## src/uac_pkg.sv

```systemverilog
package uac_pkg;

    // ****************************************
    // Register offsets
    // ****************************************
    localparam logic [11:0] UAC_DR_OFS    = 12'h000;
    localparam logic [11:0] UAC_RSR_OFS   = 12'h004;
    localparam logic [11:0] UAC_FR_OFS    = 12'h018;
    localparam logic [11:0] UAC_ILPR_OFS  = 12'h020;
    localparam logic [11:0] UAC_IBRD_OFS  = 12'h024;
    localparam logic [11:0] UAC_FBRD_OFS  = 12'h028;
    localparam logic [11:0] UAC_LCRH_OFS  = 12'h02C;
    localparam logic [11:0] UAC_CTL_OFS   = 12'h030;
    localparam logic [11:0] UAC_IFLS_OFS  = 12'h034;
    localparam logic [11:0] UAC_LVL_OFS   = 12'h048;

    // ****************************************
    // Field positions and reset values
    // ****************************************
    localparam int          UAC_CTL_EN    = 0;
    localparam int          UAC_CTL_SIR   = 1;
    localparam int          UAC_CTL_SIRLP = 2;
    localparam int          UAC_CTL_TXE   = 8;
    localparam int          UAC_CTL_RXE   = 9;
    localparam int          UAC_FR_BUSY   = 3;
    localparam int          UAC_FR_RX_QUEUE_EMPTY_FLAG   = 4;
    localparam int          UAC_FR_TX_QUEUE_FULL_FLAG   = 5;
    localparam int          UAC_FR_RX_QUEUE_FULL_FLAG   = 6;
    localparam int          UAC_FR_TX_QUEUE_EMPTY_FLAG   = 7;
    localparam logic [31:0] UAC_CTL_RST   = 32'h0000_0300;
    localparam logic [5:0]  UAC_IFLS_RST  = 6'h12;

    // ****************************************
    // Timing counts in 16x ticks; pulse width in low-power ticks, step in 1/64 units
    // ****************************************
    localparam logic [3:0]  UAC_START_TICK = 4'h7;
    localparam logic [3:0]  UAC_LAST_TICK  = 4'hF;
    localparam logic [3:0]  UAC_SIR_TICKS  = 4'h3;
    localparam logic [1:0]  UAC_LP_PULSE   = 2'h3;
    localparam logic [22:0] UAC_FRAC_STEP  = 23'h00_0040;

    typedef struct packed {
        logic       sps;
        logic [1:0] wlen;
        logic       queue_enable_bit;
        logic       stp2;
        logic       eps;
        logic       pen;
        logic       brk;
    } uac_line_t;

    typedef struct packed {
        logic [15:0] ibrd;
        logic [5:0]  fbrd;
        uac_line_t   line;
    } uac_cfg_t;

    typedef struct packed {
        logic oe;
        logic be;
        logic pe;
        logic fe;
    } uac_err_t;

    typedef enum logic [4:0] {
        UAC_IDLE  = 5'b0_0001,
        UAC_START = 5'b0_0010,
        UAC_DATA  = 5'b0_0100,
        UAC_PAR   = 5'b0_1000,
        UAC_STOP  = 5'b1_0000
    } uac_ser_t;

endpackage

```

## src/uac_core.sv

```systemverilog
`timescale 1ns/1ps
module uac_core
    import uac_pkg::*;
#(
    parameter int QDEPTH = 16
) (
    input  wire logic        pclk,
    input  wire logic        presetn,
    input  wire logic        psel,
    input  wire logic        penable,
    input  wire logic        pwrite,
    input  wire logic [11:0] paddr,
    input  wire logic [31:0] pwdata,
    output logic      [31:0] prdata,
    output logic             pready,
    output logic             pslverr,
    input  wire logic        serial_rx_pin,
    output logic             serial_tx_pin
);
    localparam int AW = $clog2(QDEPTH);

    // Pointer arithmetic relies on natural wrap
    if (QDEPTH < 8 || (1 << AW) != QDEPTH) begin : g_depth_check
        $error("QDEPTH must be a power of two of at least 8");
    end

    typedef struct packed {
        uac_cfg_t                   cfg;
        logic [15:0]                ibrd;
        logic [5:0]                 fbrd;
        logic                       en, sir, sirlp, tx_enable_bit, rx_enable_bit;
        logic [5:0]                 ifls;
        logic [7:0]                 ilpr;
        uac_err_t                   rsr;
        logic [21:0]                bacc;
        logic                       tick;
        logic [7:0]                 lpcnt;
        logic                       lptick;
        logic [QDEPTH-1:0][7:0]     txq;
        logic [AW-1:0]              txw, txr;
        logic [AW:0]                txc;
        logic [QDEPTH-1:0][11:0]    rxq;
        logic [AW-1:0]              rxw, rxr;
        logic [AW:0]                rxc;
        uac_ser_t                   txs;
        logic [3:0]                 txsub;
        logic [2:0]                 txbit;
        logic [7:0]                 txsh;
        logic                       txpar;
        logic [1:0]                 lpw;
        logic                       txo;
        uac_ser_t                   rxs;
        logic [3:0]                 rxsub;
        logic [2:0]                 rxbit;
        logic [7:0]                 rxsh;
        logic                       rxpe;
        logic                       ovr;
        logic                       rxhi;
        logic                       rs1, rs2;
        logic [3:0]                 stretch;
        logic [31:0]                prd;
        logic                       popok;
    } uac_st_t;

    uac_st_t s_q, s_d;

    // ****************************************
    // Helpers
    // ****************************************
    function automatic logic [7:0] uac_mask(input logic [7:0] d, input logic [1:0] wl);
        uac_mask = d & (8'hFF >> (2'd3 - wl));
    endfunction

    // Parity over the active bits; stick parity ignores the data
    function automatic logic uac_par(input logic [7:0] d, input uac_line_t ln);
        if (ln.sps) begin
            uac_par = ~ln.eps;
        end else begin
            uac_par = (^uac_mask(d, ln.wlen)) ^ ~ln.eps;
        end
    endfunction

    // Trigger level in entries: 1/8, 1/4, 1/2, 3/4, 7/8
    function automatic logic [AW:0] uac_lvl(input logic [2:0] sel);
        case (sel)
            3'd0:    uac_lvl = (AW+1)'(QDEPTH / 8);
            3'd1:    uac_lvl = (AW+1)'(QDEPTH / 4);
            3'd3:    uac_lvl = (AW+1)'(QDEPTH * 3 / 4);
            3'd4:    uac_lvl = (AW+1)'(QDEPTH * 7 / 8);
            default: uac_lvl = (AW+1)'(QDEPTH / 2);
        endcase
    endfunction

    logic [AW:0]  depth;
    logic         txfull, rxfull, txempty, rxempty, busy;
    logic         acc, setup, rxl, txbitv, push_tx, pop_tx, push_rx, pop_rx;
    logic [2:0]   nbits;
    logic [22:0]  bsum;
    logic [21:0]  div;
    logic [7:0]   rxdat;
    logic [11:0]  rdmux;
    logic         hit;

    always_comb begin
        s_d     = s_q;
        // One entry deep until queues are enabled
        depth   = s_q.cfg.line.queue_enable_bit ? (AW+1)'(QDEPTH) : (AW+1)'(1);
        txfull  = s_q.txc >= depth;
        rxfull  = s_q.rxc >= depth;
        txempty = s_q.txc == '0;
        rxempty = s_q.rxc == '0;
        busy    = !txempty || s_q.txs != UAC_IDLE;
        acc     = psel && penable;
        setup   = psel && !penable;
        nbits   = {1'b1, s_q.cfg.line.wlen};
        push_tx = 1'b0;
        pop_tx  = 1'b0;
        push_rx = 1'b0;
        pop_rx  = 1'b0;
        rxdat   = 8'(s_q.rxsh >> (2'd3 - s_q.cfg.line.wlen));

        // ****************************************
        // 16x tick, fractional accumulator
        // ****************************************
        // Adds 64 per clock against a divisor in 1/64 units; averages the fraction
        div  = {s_q.cfg.ibrd, s_q.cfg.fbrd};
        bsum = {1'b0, s_q.bacc} + UAC_FRAC_STEP;
        s_d.tick = 1'b0;
        if (s_q.cfg.ibrd == '0) begin
            s_d.bacc = '0;
        end else if (bsum >= {1'b0, div}) begin
            s_d.tick = 1'b1;
            s_d.bacc = 22'(bsum - {1'b0, div});
        end else begin
            s_d.bacc = bsum[21:0];
        end

        // Low-power infrared tick; a zero divisor stops it
        s_d.lptick = 1'b0;
        if (s_q.ilpr == '0) begin
            s_d.lpcnt = '0;
        end else if (s_q.lpcnt == '0) begin
            s_d.lpcnt  = s_q.ilpr - 8'h01;
            s_d.lptick = 1'b1;
        end else begin
            s_d.lpcnt = s_q.lpcnt - 8'h01;
        end

        // ****************************************
        // Register bus
        // ****************************************
        hit = paddr inside {UAC_DR_OFS, UAC_RSR_OFS, UAC_FR_OFS, UAC_ILPR_OFS,
                            UAC_IBRD_OFS, UAC_FBRD_OFS, UAC_LCRH_OFS, UAC_CTL_OFS,
                            UAC_IFLS_OFS, UAC_LVL_OFS};
        rdmux = s_q.rxq[s_q.rxr];
        // Read data captured in setup so it comes from a flip-flop
        if (setup) begin
            s_d.popok = 1'b0;
            s_d.prd   = '0;
            case (paddr)
                UAC_DR_OFS: begin
                    s_d.prd   = {20'h0_0000, rdmux};
                    s_d.popok = !rxempty;
                end
                UAC_RSR_OFS:  s_d.prd = {28'h000_0000, s_q.rsr};
                UAC_FR_OFS: begin
                    s_d.prd[UAC_FR_BUSY] = busy;
                    s_d.prd[UAC_FR_RX_QUEUE_EMPTY_FLAG] = rxempty;
                    s_d.prd[UAC_FR_TX_QUEUE_FULL_FLAG] = txfull;
                    s_d.prd[UAC_FR_RX_QUEUE_FULL_FLAG] = rxfull;
                    s_d.prd[UAC_FR_TX_QUEUE_EMPTY_FLAG] = txempty;
                end
                UAC_ILPR_OFS: s_d.prd = {24'h00_0000, s_q.ilpr};
                UAC_IBRD_OFS: s_d.prd = {16'h0000, s_q.ibrd};
                UAC_FBRD_OFS: s_d.prd = {26'h000_0000, s_q.fbrd};
                UAC_LCRH_OFS: s_d.prd = {24'h00_0000, s_q.cfg.line};
                UAC_CTL_OFS: begin
                    s_d.prd[UAC_CTL_EN]    = s_q.en;
                    s_d.prd[UAC_CTL_SIR]   = s_q.sir;
                    s_d.prd[UAC_CTL_SIRLP] = s_q.sirlp;
                    s_d.prd[UAC_CTL_TXE]   = s_q.tx_enable_bit;
                    s_d.prd[UAC_CTL_RXE]   = s_q.rx_enable_bit;
                end
                UAC_IFLS_OFS: s_d.prd = {26'h000_0000, s_q.ifls};
                UAC_LVL_OFS: begin
                    s_d.prd[0] = s_q.rxc >= uac_lvl(s_q.ifls[5:3]);
                    s_d.prd[1] = s_q.txc <= uac_lvl(s_q.ifls[2:0]);
                end
                default: s_d.prd = '0;
            endcase
        end
        // Writes and pops take effect only in the access phase
        if (acc && pwrite) begin
            case (paddr)
                UAC_DR_OFS:   push_tx = !txfull;
                UAC_RSR_OFS:  s_d.rsr = '0;
                UAC_ILPR_OFS: s_d.ilpr = pwdata[7:0];
                UAC_IBRD_OFS: s_d.ibrd = pwdata[15:0];
                UAC_FBRD_OFS: s_d.fbrd = pwdata[5:0];
                // Divisors only reach the generator with a line write
                UAC_LCRH_OFS: s_d.cfg = {s_q.ibrd, s_q.fbrd, pwdata[7:0]};
                UAC_CTL_OFS: begin
                    s_d.en    = pwdata[UAC_CTL_EN];
                    s_d.sir   = pwdata[UAC_CTL_SIR];
                    s_d.sirlp = pwdata[UAC_CTL_SIRLP];
                    s_d.tx_enable_bit   = pwdata[UAC_CTL_TXE];
                    s_d.rx_enable_bit   = pwdata[UAC_CTL_RXE];
                end
                UAC_IFLS_OFS: s_d.ifls = pwdata[5:0];
                default: ;
            endcase
        end else if (acc && paddr == UAC_DR_OFS && s_q.popok) begin
            pop_rx = 1'b1;
            s_d.rsr.fe = rdmux[8];
            s_d.rsr.pe = rdmux[9];
            s_d.rsr.be = rdmux[10];
        end

        // ****************************************
        // Transmitter
        // ****************************************
        if (s_q.tick && s_q.txs != UAC_IDLE) begin
            s_d.txsub = s_q.txsub + 4'h1;
        end
        case (s_q.txs)
            UAC_IDLE: begin
                // Start on a tick so the start bit spans whole ticks like the rest
                if (s_q.tick && s_q.en && s_q.tx_enable_bit && !txempty) begin
                    pop_tx     = 1'b1;
                    s_d.txsh   = uac_mask(s_q.txq[s_q.txr], s_q.cfg.line.wlen);
                    s_d.txpar  = uac_par(s_q.txq[s_q.txr], s_q.cfg.line);
                    s_d.txsub  = '0;
                    s_d.txs    = UAC_START;
                end
            end
            UAC_START: begin
                if (s_q.tick && s_q.txsub == UAC_LAST_TICK) begin
                    s_d.txs   = UAC_DATA;
                    s_d.txbit = '0;
                end
            end
            UAC_DATA: begin
                if (s_q.tick && s_q.txsub == UAC_LAST_TICK) begin
                    s_d.txsh  = s_q.txsh >> 1;
                    s_d.txbit = s_q.txbit + 3'h1;
                    if (s_q.txbit == nbits) begin
                        s_d.txbit = '0;
                        s_d.txs   = s_q.cfg.line.pen ? UAC_PAR : UAC_STOP;
                    end
                end
            end
            UAC_PAR: begin
                if (s_q.tick && s_q.txsub == UAC_LAST_TICK) begin
                    s_d.txs = UAC_STOP;
                end
            end
            UAC_STOP: begin
                if (s_q.tick && s_q.txsub == UAC_LAST_TICK) begin
                    if (s_q.cfg.line.stp2 && s_q.txbit == '0) begin
                        s_d.txbit = 3'h1;
                    end else begin
                        s_d.txs = UAC_IDLE;
                    end
                end
            end
            default: s_d.txs = UAC_IDLE;
        endcase

        case (s_q.txs)
            UAC_START: txbitv = 1'b0;
            UAC_DATA:  txbitv = s_q.txsh[0];
            UAC_PAR:   txbitv = s_q.txpar;
            default:   txbitv = 1'b1;
        endcase
        if (s_q.cfg.line.brk) begin
            txbitv = 1'b0;
        end

        // ****************************************
        // Infrared encoder
        // ****************************************
        // Low-power width counts its own tick, so jitter is one low-power period
        if (s_q.tick && s_q.txsub == '0 && !txbitv && s_q.txs != UAC_IDLE) begin
            s_d.lpw = UAC_LP_PULSE;
        end else if (s_q.lptick && s_q.lpw != '0) begin
            s_d.lpw = s_q.lpw - 2'h1;
        end
        if (!s_q.sir) begin
            s_d.txo = txbitv;
        end else if (s_q.sirlp) begin
            s_d.txo = s_q.lpw != '0;
        end else begin
            s_d.txo = !txbitv && s_q.txsub < UAC_SIR_TICKS;
        end

        // ****************************************
        // Receiver
        // ****************************************
        s_d.rs1 = serial_rx_pin;
        s_d.rs2 = s_q.rs1;
        // Light pulse pulls the pin low; stretched to cover the mid-bit sample
        if (!s_q.rs2) begin
            s_d.stretch = UAC_LAST_TICK;
        end else if (s_q.tick && s_q.stretch != '0) begin
            s_d.stretch = s_q.stretch - 4'h1;
        end
        rxl = s_q.sir ? (s_q.rs2 && s_q.stretch == '0) : s_q.rs2;

        if (s_q.tick && s_q.rxs != UAC_IDLE) begin
            s_d.rxsub = s_q.rxsub + 4'h1;
        end
        case (s_q.rxs)
            UAC_IDLE: begin
                s_d.rxsub = '0;
                if (rxl) begin
                    s_d.rxhi = 1'b1;
                end else if (s_q.rxhi && s_q.en && s_q.rx_enable_bit) begin
                    s_d.rxhi = 1'b0;
                    s_d.rxs  = UAC_START;
                end
            end
            UAC_START: begin
                if (s_q.tick && s_q.rxsub == UAC_START_TICK) begin
                    s_d.rxsub = '0;
                    s_d.rxbit = '0;
                    s_d.rxpe  = 1'b0;
                    s_d.rxs   = rxl ? UAC_IDLE : UAC_DATA;
                end
            end
            UAC_DATA: begin
                if (s_q.tick && s_q.rxsub == UAC_LAST_TICK) begin
                    s_d.rxsh  = {rxl, s_q.rxsh[7:1]};
                    s_d.rxbit = s_q.rxbit + 3'h1;
                    if (s_q.rxbit == nbits) begin
                        s_d.rxs = s_q.cfg.line.pen ? UAC_PAR : UAC_STOP;
                    end
                end
            end
            UAC_PAR: begin
                if (s_q.tick && s_q.rxsub == UAC_LAST_TICK) begin
                    s_d.rxpe = rxl != uac_par(rxdat, s_q.cfg.line);
                    s_d.rxs  = UAC_STOP;
                end
            end
            UAC_STOP: begin
                if (s_q.tick && s_q.rxsub == UAC_LAST_TICK) begin
                    s_d.rxs = UAC_IDLE;
                    // Full queue drops the character and marks the next one
                    if (rxfull) begin
                        s_d.ovr    = 1'b1;
                        s_d.rsr.oe = 1'b1;
                    end else begin
                        push_rx = 1'b1;
                    end
                end
            end
            default: s_d.rxs = UAC_IDLE;
        endcase

        // ****************************************
        // Queues
        // ****************************************
        if (push_tx) begin
            s_d.txq[s_q.txw] = pwdata[7:0];
            s_d.txw = s_q.txw + AW'(1);
        end
        if (pop_tx) begin
            s_d.txr = s_q.txr + AW'(1);
        end
        s_d.txc = s_q.txc + (AW+1)'(push_tx) - (AW+1)'(pop_tx);
        if (push_rx) begin
            // All-low frame: zero data, zero parity, low stop is a break
            s_d.rxq[s_q.rxw] = {s_q.ovr,
                                !rxl && rxdat == '0 && (!s_q.cfg.line.pen || s_q.rxpe
                                    == uac_par(8'h00, s_q.cfg.line)),
                                s_q.rxpe, !rxl, rxdat};
            s_d.rxw = s_q.rxw + AW'(1);
            s_d.ovr = 1'b0;
        end
        if (pop_rx) begin
            s_d.rxr = s_q.rxr + AW'(1);
        end
        s_d.rxc = s_q.rxc + (AW+1)'(push_rx) - (AW+1)'(pop_rx);
    end

    // State register
    always_ff @(posedge pclk or negedge presetn) begin
        if (!presetn) begin
            s_q       <= '0;
            s_q.tx_enable_bit   <= UAC_CTL_RST[UAC_CTL_TXE];
            s_q.rx_enable_bit   <= UAC_CTL_RST[UAC_CTL_RXE];
            s_q.ifls  <= UAC_IFLS_RST;
            s_q.txs   <= UAC_IDLE;
            s_q.rxs   <= UAC_IDLE;
            s_q.txo   <= 1'b1;
            s_q.rs1   <= 1'b1;
            s_q.rs2   <= 1'b1;
        end else begin
            s_q <= s_d;
        end
    end

    // Zero-wait slave; unmapped offsets answer with an error
    assign pready        = 1'b1;
    assign pslverr       = psel && penable && !hit;
    assign prdata        = s_q.prd;
    assign serial_tx_pin = s_q.txo;

endmodule

```

## config.mk

```make
export PLATFORM = sky130hd
export DESIGN_NAME = uac_core
export DESIGN_NICKNAME = d
export VERILOG_FILES = /design/src/uac_pkg.sv /design/src/uac_core.sv
export SDC_FILE = /design/constraint.sdc
export NUM_CORES = 1
export LEC_CHECK = 0
export ABC_CLOCK_PERIOD_IN_PS = 11200
export BUFFER_PORTS_ARGS = -buffer_cell sky130_fd_sc_hd__buf_2
export CAP_MARGIN = 20
export CORE_ASPECT_RATIO = 0.6
export CORE_UTILIZATION = 67
export DETAILED_ROUTE_END_ITERATION = 10
export GPL_TIMING_DRIVEN = 1
export PLACE_DENSITY = 0.82
export SETUP_SLACK_MARGIN = 0.5
export SKIP_CTS_REPAIR_TIMING = 1
export SLEW_MARGIN = 20
export SYNTH_ARGS = -nofsm -noshare
export SYNTH_HDL_FRONTEND = slang
export SYNTH_SLANG_ARGS = --single-unit
export TNS_END_PERCENT = 100
```

## constraint.sdc

```tcl
create_clock -name pclk -period 11.2 [get_ports pclk]
set_input_delay 0 -clock pclk [delete_from_list [all_inputs] [get_ports pclk]]
set_output_delay 0 -clock pclk [all_outputs]
set_load 0.01 [all_outputs]
```

Yosys cells after proc, flatten, opt, wreduce, memory -nomap -nowiden --
Cells that the tools add are included.
Storage, ports and cells: register bits after elaboration 539, bits of input ports 50, output and inout port bits 35, word-level logic and storage cells 356
Cells by class: $add $sub $neg 19, magnitude comparators 12, eq/ne operators 51, shift operators 2, multiplexer cells 102, bitwise operators 5, reduce and logical (&&, ||, !) cells 82
Operators with widths (count):
- bitwise mux 192 bit | 1
- bitwise mux 128 bit | 1
- two-way mux 5 bit | 18
- == test 12 x 6 -> 1 bit (second input constant) | 6
- one-hot mux 5 bit (5 select lines) | 2
- binary-select mux 12 bit (select 4 bit) | 1
- demux 12 bit (select 4 bit) | 1
- two-way mux 22 bit | 2
- one-hot mux 5 bit (8 select lines) | 1
- two-way mux 12 bit | 3
- two-way mux 1 bit | 35
- binary-select mux 8 bit (select 4 bit) | 1
- demux 8 bit (select 4 bit) | 1
- two-way mux 8 bit | 4
- inequality test 2 bit (second input constant) | 16
- one-hot mux 4 bit (4 select lines) | 2
- logical AND 1 bit | 28
- adder 4 x 1 -> 4 bit (second input constant) | 6
- zero test 8 bit | 3
- two-way mux 4 bit | 6
- adder 22 x 7 -> 23 bit (second input constant) | 1
- greater-or-equal comparator 23 x 22 -> 1 bit | 1
- two-way mux 11 bit | 2
- subtractor 22 bit | 1
- 64 further kinds | 130

Logic depth before layout (Yosys ltp) --
Gate-level depths: netlist of the first run.
depth after elaboration 11, depth in mapped cells 17, depth with buffers taken out 16

Worst setup path after synthesis of the first run --
Ideal clock, no wire load.
path type flip-flop to flip-flop, start register s_q[450] in the netlist's numbering, end register s_q[457] in the netlist's numbering, library setup time 0.132 ns, arrival time 3.356 ns, data required time 11.068 ns, slack 7.713 ns, stages on the path, launching flop included 18, buffers on the path 3, clock period less this slack 3.487 ns, cells stage by stage dfrtp_1 -> and3_1 -> and2_1 -> nand2_1 -> nor2_1 -> xor2_1 -> ha_1 -> clkbuf_1 -> nand3_1 -> nor4_1 -> and3_1 -> nor3_1 -> a31oi_1 -> or2_2 -> clkbuf_1 -> clkbuf_1 -> mux2i_1 -> nor2_1
RTL lines:
- start, declared | RTL line uac_core.sv:65 | uac_st_t s_q, s_d;

==> impl_metrics.json, run 1 <==
{
  "start_util_pct": 68.6,
  "grt_pass1_vias": 18100,
  "worst-setup-path-type": "in2reg",
  "finish.instance_area_mm2": 0.0281,
  "fp-row-count": 55,
  "yosys.area.top_type": "dfrtp_1",
  "rsz0062_at_grt": "no",
  "netlist_instances": 2317,
  "ff_latch_area_mm2": 0.0131,
  "worst_slack_ps": 7230,
  "syn_area_per_cell_um2": 11.2,
  "critPathMaxFanout": 15,
  "r2r_start": "s_q[450]",
  "cts_max_level": 2,
  "outcome": "finished with violations",
  "wl_per_cell_um": 22.0,
  "clock_skew_ps": 26.3,
  "fp.dieH_um": 155,
  "synth.distinct_cells": 78,
  "crit_path_max_incr_delay_ps": 920,
  "cts_tree": "built",
  "synth_seq_area_share_pct": 50.3,
  "seq_power_share_pct": 52.5,
  "clock-sinks": 523,
  "setup_viol": 0,
  "antenna_left": 0,
  "slew_violations": 0,
  "ys_seq_elements": 523,
  "min_period_over_period_pct": 35.4,
  "clockRootBuffer": "clkbuf_16",
  "cts_buffer_depth": 3,
  "whs_ps": -21.0,
  "crit_arrival_ps": 4460,
  "gp_congestion": 0.920,
  "dp_hpwl_um": 42500,
  "grtUsageTotal_pct": 32.4,
  "power.density_mw_per_mm2": 129,
  "crit_required_ps": 11690,
  "io_pins": 85,
  "r2r.worst_path.cells": 15,
  "hold_class": "in2reg",
  "switching_share_pct": 22.5,
  "tns_ps": 0,
  "p_leak_nw": 13.0,
  "synthToLayoutAreaGrowth_pct": 7.90,
  "dieArea_mm2": 0.0397,
  "clk_pin_slew_ps": 70,
  "grt-ovfl-total": 0,
  "multi_input_area_mm2": 0.0119,
  "async_reset_ff_share_pct": 100,
  "syn_area_mm2": 0.0261,
  "yosys.area.top_type_share_pct": 49.4,
  "p_sw_mw": 0.819,
  "min_period_ps": 3970,
  "drt_iter0_markers": 1785,
  "placement.setup.worst_slack_ps": 6780,
  "tightest_slew_ps": 1150,
  "vias_per_cell": 6.47,
  "hp-start": "penable",
  "num_vias": 18400,
  "intPower_mw": 2.82,
  "failed_checks": "negative hold slack",
  "slew-limit-headroom_pct": 23.2,
  "slowest_stage": "nor4b_2",
  "yosys_warnings": 0,
  "core_mm2": 0.0380,
  "ys_top_cells_by_area": "dfrtp_1, mux2_2, mux4_2, o21ai_0, nand2_1",
  "ir_drop_v": 0.000116,
  "cts-buffers-inserted": 46,
  "drive_above_1_share_pct": 21.6,
  "nets": 2423,
  "r2r-end": "s_q[461]",
  "finalCoreUtilization_pct": 74.0,
  "die_w_um": 257,
  "fmax_mhz": 252,
  "grt_max_degree": 190,
  "min_path_cells": 4,
  "path_cells": "dlygate4sd3_1, buf_2, nor3_2, nor4b_2, nor4b_4, nor4b_2, ha_1, inv_1, ha_1, fa_1, a21oi_1, nor2_1, nor2_1, xnor2_1",
  "clk_latency_ps": 580,
  "firstDrtPassIters": 6,
  "reg2reg_slack_ps": 7240,
  "clock_power_share_pct": 43.7,
  "cap_viol_max_count": 0,
  "synth_edf_count": 0,
  "min_to": "s_q[91]",
  "fillers": 2525,
  "finalHoldViolCount": 1,
  "drt-total-wl_um": 62800,
  "grt_pass1_wl_um": 101000,
  "cp-end-kind": "register",
  "placed_area_mm2": 0.0264,
  "layout_common_cells": "dfrtp_1, nand2_1, o21ai_0",
  "comb_power_share_pct": 3.8,
  "synth_ff_type": "dfrtp_1",
  "setup.worst_path.start_class": "input port",
  "io_buffers": 51,
  "drc": 0,
  "mostFrequentLayoutCell": "dfrtp_1",
  "antenna_found_initial": 1
}
## layer usage
layer	global-route usage (%)	wire length [um]	vias up
met5	0	0	-
met4	7.57	1300	0
met3	5.51	4800	123
met2	49.1	28500	716
met1	49.4	28100	9429
li1	-	-	8167
## cell type report
type                            instances  area share [%]
Sequential cell                       523            46.6
Multi-Input combinational cell       1562            42.5
Clock buffer                           66            4.76
Tap cell                              513            2.28
Timing Repair Buffer                   88            2.26
Inverter                               78            1.04
Clock inverter                         17           0.561
Antenna cell                            1         0.00890
## worst max-delay path by stage
stage / start / end / slack, ps / cells past startpoint
2_1_floorplan: s_q[450] / s_q[457] / 7710 / 17
3_3_place_gp: paddr[11] / s_q[90] / 6950 / 14
3_5_place_dp: paddr[11] / s_q[90] / 6780 / 14
4_1_cts: s_q[450] / s_q[461] / 7320 / 15
5_1_grt: s_q[450] / s_q[461] / 6940 / 15
6_report: paddr[8] / s_q[90] / 7230 / 14
## worst max-delay path: cells and delay by family
kind                       cells  cell delay, ps
and+or+nand+nor                6            2620
adders and majority gates      3             850
buffers and inverters          3             700
AOI/OAI and AO/OA              1             160
xor gates and xnor gates       1             120
## registers in the layout, summed over array words and instances (netlist names)
name and count:
s_q 481, div 22, prdata 16, nbits 2, s_d 1, serial_tx_pin 1
## cell families after synthesis
kind of cell,count (synthesis),share of synthesized area (%)
AOI/OAI and AO/OA,425,9.55
xor gates and xnor gates,75,2.57
adders and majority gates,75,3.68
buffers and inverters,247,4.11
DFF,523,50.3
muxes,347,18.6
other,2,0.0288
and+or+nand+nor,623,11.2
## cells in the mapped netlist, types with 9 or more instances
master,n
nand3b_1,10
mux2_2,226
o21ai_0,238
ha_1,71
inv_1,77
nor2b_1,14
nand2_2,15
buf_4,36
xnor2_1,58
nor4_1,12
xor2_1,16
a211oi_1,13
and3_1,16
dfrtp_1,514
buf_1,14
clkbuf_1,112
mux4_2,87
a21oi_1,64
mux2i_1,26
a21o_1,12
nor3_1,17
dfstp_2,9
nand3_1,57
nand2_1,301
nand4_1,23
a22oi_1,20
nor2_1,102
## power groups by stage
| stage | logic, mW | clock network, mW | registers [mW] |
|---|---|---|---|
| after global routing | 0.152 | 1.67 | 1.91 |
| after CTS | 0.132 | 1.61 | 1.91 |
| final | 0.137 | 1.59 | 1.91 |
| after floorplan | 0.0688 | 0 | 1.94 |
| after global placement | 0.126 | 0 | 1.94 |
| after detailed placement | 0.131 | 0 | 1.94 |
## through the flow
stage	total power, mW	std cells
5_1_grt	3.73	2848
4_1_cts	3.65	2831
3_3_place_gp	2.07	2746
6_report	3.63	2848
2_1_floorplan	2.01	2332
3_5_place_dp	2.07	2748
No activity file was read; power rests on OpenSTA's default activity.
==> inputs of run 2 (changes only) <==
--- a/config.mk
+++ b/config.mk
@@ -5,14 +5,14 @@
 export SDC_FILE = /design/constraint.sdc
 export NUM_CORES = 1
 export LEC_CHECK = 0
-export ABC_CLOCK_PERIOD_IN_PS = 11200
+export ABC_CLOCK_PERIOD_IN_PS = 3250
 export BUFFER_PORTS_ARGS = -buffer_cell sky130_fd_sc_hd__buf_2
 export CAP_MARGIN = 20
 export CORE_ASPECT_RATIO = 0.6
-export CORE_UTILIZATION = 67
+export CORE_UTILIZATION = 57
 export DETAILED_ROUTE_END_ITERATION = 10
 export GPL_TIMING_DRIVEN = 1
-export PLACE_DENSITY = 0.82
+export PLACE_DENSITY = 0.74
 export SETUP_SLACK_MARGIN = 0.5
 export SKIP_CTS_REPAIR_TIMING = 1
 export SLEW_MARGIN = 20
==> constraint.sdc (replaced) <==
create_clock -name pclk -period 3.25 [get_ports pclk]
set_input_delay 0 -clock pclk [delete_from_list [all_inputs] [get_ports pclk]]
set_output_delay 0 -clock pclk [all_outputs]
set_load 0.01 [all_outputs]
==> run 2 against run 1 <==
The flow still finishes with violations (negative hold slack). Final cell count increased by 7.0%. Register-to-register slack got worse by 7200 ps. Cell area increased by 6.7%. First-iteration DRC count decreased by 16%. Utilization decreased by 7.3 points. Largest cell class unchanged. Critical path depth increased by 1. Clock skew increased by 6.0 ps. Combinational power increased to 4.0 times the previous value.
==> impl_metrics.json, run 2 (synthesized netlist as in run 1, its figures left out) <==
{
  "worst_slack_ps": 68.4,
  "reg2reg_slack_ps": 70,
  "vias_per_cell": 6.14,
  "grt_pass1_vias": 18200,
  "dieArea_mm2": 0.0466,
  "cp-end-kind": "register",
  "nets": 2547,
  "worst-setup-path-type": "reg2reg",
  "cts_max_level": 2,
  "die_w_um": 278,
  "slew-limit-headroom_pct": 31.1,
  "dp_hpwl_um": 45100,
  "tightest_slew_ps": 1030,
  "grt-ovfl-total": 0,
  "crit_start": "s_q[451]",
  "cp.depth": 15,
  "r2r.worst_path.cells": 15,
  "fp.dieH_um": 168,
  "failed_checks": "negative hold slack",
  "grt.busiest_layer": "met1",
  "ir_drop_v": 0.000421,
  "cts-buffers-inserted": 48,
  "grt_pass1_wl_um": 103000,
  "min_period_ps": 3180,
  "crit_path_max_incr_delay_ps": 370,
  "placement.setup.worst_slack_ps": -94.6,
  "io_buffers": 51,
  "clockRootBuffer": "clkbuf_16",
  "crit_path_end": "s_q[451]",
  "critPathMaxFanout": 5,
  "gp_congestion": 0.922,
  "hold_class": "in2reg",
  "finish.instance_area_mm2": 0.0300,
  "met1_usage_pct": 44.6,
  "rsz0062_at_grt": "yes",
  "r2r_start": "s_q[451]",
  "grt_util_met3_pct": 4.62,
  "drt-total-wl_um": 65700,
  "crit_required_ps": 3760,
  "io_pins": 85,
  "core_mm2": 0.0450,
  "total_power_mw": 12.7,
  "outcome": "finished with violations",
  "p_leak_nw": 13.9,
  "placed_area_mm2": 0.0272,
  "finalHoldViolCount": 3,
  "cts_buffer_depth": 3,
  "gr-usage-met2_pct": 40.4,
  "dp_cells": 2893,
  "largest_register_ffs": 481,
  "finalCoreUtilization_pct": 66.7,
  "firstDrtPassIters": 6,
  "crit_buf_inv": 1,
  "drive_above_1_share_pct": 29.7,
  "layout_common_cells": "dfrtp_1, nand2_1, o21ai_0",
  "clock-sinks": 523,
  "synthToLayoutAreaGrowth_pct": 15.1,
  "setup_viol": 0,
  "cts_tree": "built",
  "mostFrequentLayoutCell": "dfrtp_1",
  "crit_family": "simple AND/OR/NAND/NOR gates",
  "antenna_left": 0,
  "start_util_pct": 58.0,
  "setup.worst_path.start_class": "register",
  "crit_arrival_ps": 3690,
  "fp-row-count": 60,
  "drt_iter0_markers": 1504,
  "whs_ps": -4.11,
  "slowest_stage": "dfrtp_1",
  "drc": 0,
  "clk_latency_ps": 580,
  "slew_violations": 0,
  "final_cells": 3048,
  "antenna_found_initial": 2,
  "clock_skew_ps": 32.3,
  "fmax_mhz": 314,
  "num_vias": 18700,
  "grt_max_degree": 112,
  "power.density_mw_per_mm2": 423,
  "top_register": "s_q",
  "cap_viol_max_count": 0,
  "path_cells": "and3_4, and2_4, and3_4, nand2_1, xnor2_2, ha_1, nand2_1, o21bai_1, and3_1, a21oi_4, a31oi_4, nor2_4, buf_6, or3b_4, a21oi_2",
  "min_period_over_period_pct": 97.9,
  "tns_ps": 0,
  "r2r-end": "s_q[451]",
  "wl_per_cell_um": 21.5,
  "clk_pin_slew_ps": 70,
  "grtUsageTotal_pct": 28.0
}
## run 2: cell types whose count changed in the layout (fill, tap and decap cells not counted), moves of 10 or more
cell,previous run,this run
buf_12,1,14
ha_1,71,60
a21oi_2,0,12
buf_4,17,120
inv_2,0,10
a21oi_1,64,51
inv_1,77,67
## run 2: routing by layer
metal | part of all wire, % | routed length, um
met1 | 47 | 31200
met2 | 43 | 28600
met3 | 7.3 | 4800
met4 | 1.7 | 1130
met5 | 0 | 0
## run 2: worst min-delay path by stage
stage                             start    endpoint  slack, ps  depth (start not counted)
after floorplan                 presetn      div[0]       -300                          0
after global placement    serial_rx_pin     s_d[37]        130                          1
after detailed placement  serial_rx_pin     s_d[37]        130                          1
after CTS                 serial_rx_pin     s_d[37]       -460                          1
after global routing               psel  prdata[14]         10                          5
final                              psel  prdata[12]         -4                          5
## run 2: where the power goes
group	switching (mW)	internal (mW)	total, mW	leakage (nW)
combinational	0.372	0.177	0.549	5.95
clock	2.48	3.08	5.56	0.740
sequential	0.0333	6.55	6.58	7.19
total	2.89	9.80	12.7	13.9
## run 2: tightest hold or removal path: stages
cell,delay (ps)
buf_2,120
nand2b_1,90
inv_1,150
nand3_1,130
nand2_1,50
## run 2: cell type report
cell class / count / area [um2]
Clock inverter: 14 / 151
Inverter: 78 / 293
Multi-Input combinational cell: 1563 / 12600
Fill cell: 3280 / 15000
Clock buffer: 70 / 1360
Timing Repair Buffer: 209 / 1710
Sequential cell: 523 / 13100
Tap cell: 589 / 737
Antenna cell: 2 / 5.00
==> inputs of run 3 (changes only) <==
--- a/config.mk
+++ b/config.mk
@@ -12,7 +12,7 @@
 export CORE_UTILIZATION = 57
 export DETAILED_ROUTE_END_ITERATION = 10
 export GPL_TIMING_DRIVEN = 1
-export PLACE_DENSITY = 0.74
+export PLACE_DENSITY = 0.73
 export SETUP_SLACK_MARGIN = 0.5
 export SKIP_CTS_REPAIR_TIMING = 1
 export SLEW_MARGIN = 20
==> run 3 against run 2 <==
The run ends with negative hold slack, negative setup slack left. Via count grew 0.66%. Flip-flop and latch count unchanged. Power rose by 3.9%. Count of clock-buffer cells in the layout increased by 4. Global-route usage up 0.13 points. Worst setup slack got worse by 68 ps. Critical endpoint is now s_q[446]. Largest power group unchanged.
==> impl_metrics.json, run 3 (synthesized netlist as in run 1, its figures left out) <==
{
  "grt-ovfl-total": 0,
  "gr-usage-met2_pct": 40.0,
  "crit_arrival_ps": 3760,
  "reg2reg_slack_ps": -0.1,
  "core_mm2": 0.0450,
  "grt_max_degree": 105,
  "p_leak_nw": 14.1,
  "layout_common_cells": "dfrtp_1, nand2_1, o21ai_0",
  "cts_max_level": 2,
  "firstDrtPassIters": 5,
  "crit_required_ps": 3760,
  "drt_iter0_markers": 1730,
  "clock_skew_ps": 31.3,
  "nets": 2571,
  "clk_latency_ps": 600,
  "worst_slack_ps": -0.104,
  "cts_tree": "built",
  "r2r.worst_path.cells": 16,
  "tns_ps": -0.104,
  "antenna_left": 0,
  "critPathMaxFanout": 6,
  "grt_pass1_wl_um": 103000,
  "dp_hpwl_um": 45900,
  "wl_per_cell_um": 21.6,
  "slew_violations": 0,
  "min_to": "prdata[14]",
  "start_util_pct": 58.0,
  "cp-end-kind": "register",
  "vias_per_cell": 6.12,
  "io_buffers": 51,
  "clk_pin_slew_ps": 60,
  "min_path_cells": 5,
  "clockRootBuffer": "clkbuf_16",
  "ir_drop_v": 0.000447,
  "cap_viol_max_count": 0,
  "placed_area_mm2": 0.0273,
  "power.density_mw_per_mm2": 434,
  "whs_ps": -4.22,
  "dp_cells": 2904,
  "hold_class": "in2reg",
  "min_period_ps": 3250,
  "fmax_mhz": 308,
  "fp-row-count": 60,
  "gp_congestion": 0.888,
  "ff_latch_area_mm2": 0.0131,
  "finish.instance_area_mm2": 0.0303,
  "dieArea_mm2": 0.0466,
  "met1_usage_pct": 42.4,
  "failed_checks": "negative hold slack, negative setup slack",
  "rsz0062_at_grt": "yes",
  "mostFrequentLayoutCell": "dfrtp_1",
  "setup.worst_path.start_class": "register",
  "top_register": "s_q",
  "die_w_um": 278,
  "fillers": 3264,
  "tightest_slew_ps": 880,
  "total_power_mw": 13.2,
  "cts-buffers-inserted": 49,
  "finalCoreUtilization_pct": 67.5,
  "num_vias": 18800,
  "io_pins": 85,
  "multi_input_area_mm2": 0.0125,
  "grt_util_met3_pct": 7.83,
  "r2r-end": "s_q[446]",
  "min_period_over_period_pct": 100,
  "worst-setup-path-type": "reg2reg",
  "placement.setup.worst_slack_ps": -103,
  "slew-limit-headroom_pct": 41.2,
  "drt-total-wl_um": 66500,
  "grt.busiest_layer": "met1",
  "cts_buffer_depth": 3,
  "setup_viol": 1,
  "final_cells": 3077,
  "grt_pass1_vias": 18300,
  "r2r_start": "s_q[452]",
  "grtUsageTotal_pct": 28.1,
  "drc": 0,
  "hp-start": "penable",
  "fp.dieH_um": 168,
  "outcome": "finished with violations",
  "synthToLayoutAreaGrowth_pct": 16.4,
  "drive_above_1_share_pct": 30.8,
  "finalHoldViolCount": 1,
  "antenna_found_initial": 1,
  "clock-sinks": 523,
  "largest_register_ffs": 481
}
## run 3: area by class of cell
class                   instances  area share [%]
inverters                      78           0.973
clock buffers                  74            5.05
clock inverters                17           0.647
flip-flops and latches        523            43.2
diodes                          1         0.00825
repair buffers                232            6.36
well taps                     589            2.43
multi-input cells            1563            41.3
## run 3: worst max path at each step
stage / startpoint / endpoint / slack, ps / cells past startpoint
floorplan: s_q[450] / s_q[457] / 240 / 16
global placement: s_q[451] / s_q[446] / 50 / 16
detailed placement: s_q[451] / s_q[446] / -100 / 15
CTS: s_q[451] / s_q[446] / -140 / 15
global route: s_q[451] / s_q[451] / -150 / 16
finish: s_q[452] / s_q[446] / -0.1 / 16
## run 3: worst max-delay path, stage by stage, from the launching register on
cell     delay (ps)
dfrtp_1         370
and3_4          200
and2_4          190
nand2_4          70
nor2_4          150
nand3_2         100
xnor2_2         170
ha_1            330
nand4_1         100
nor4_2          270
and3_4          230
nor3_2           50
a31oi_4         230
nor2_4           60
buf_12          130
or3b_4          360
a21oi_2         150
## run 3: report_power, final
| part | internal [mW] | switching (mW) |
|---|---|---|
| registers | 6.55 | 0.0277 |
| logic | 0.162 | 0.373 |
| clock network | 3.51 | 2.57 |
## run 3: metal layers
metal,share of wire (%),up-vias
met2,43,706
met4,2.5,0
met5,0,-
met3,9.0,131
met1,46,9510
li1,-,8487
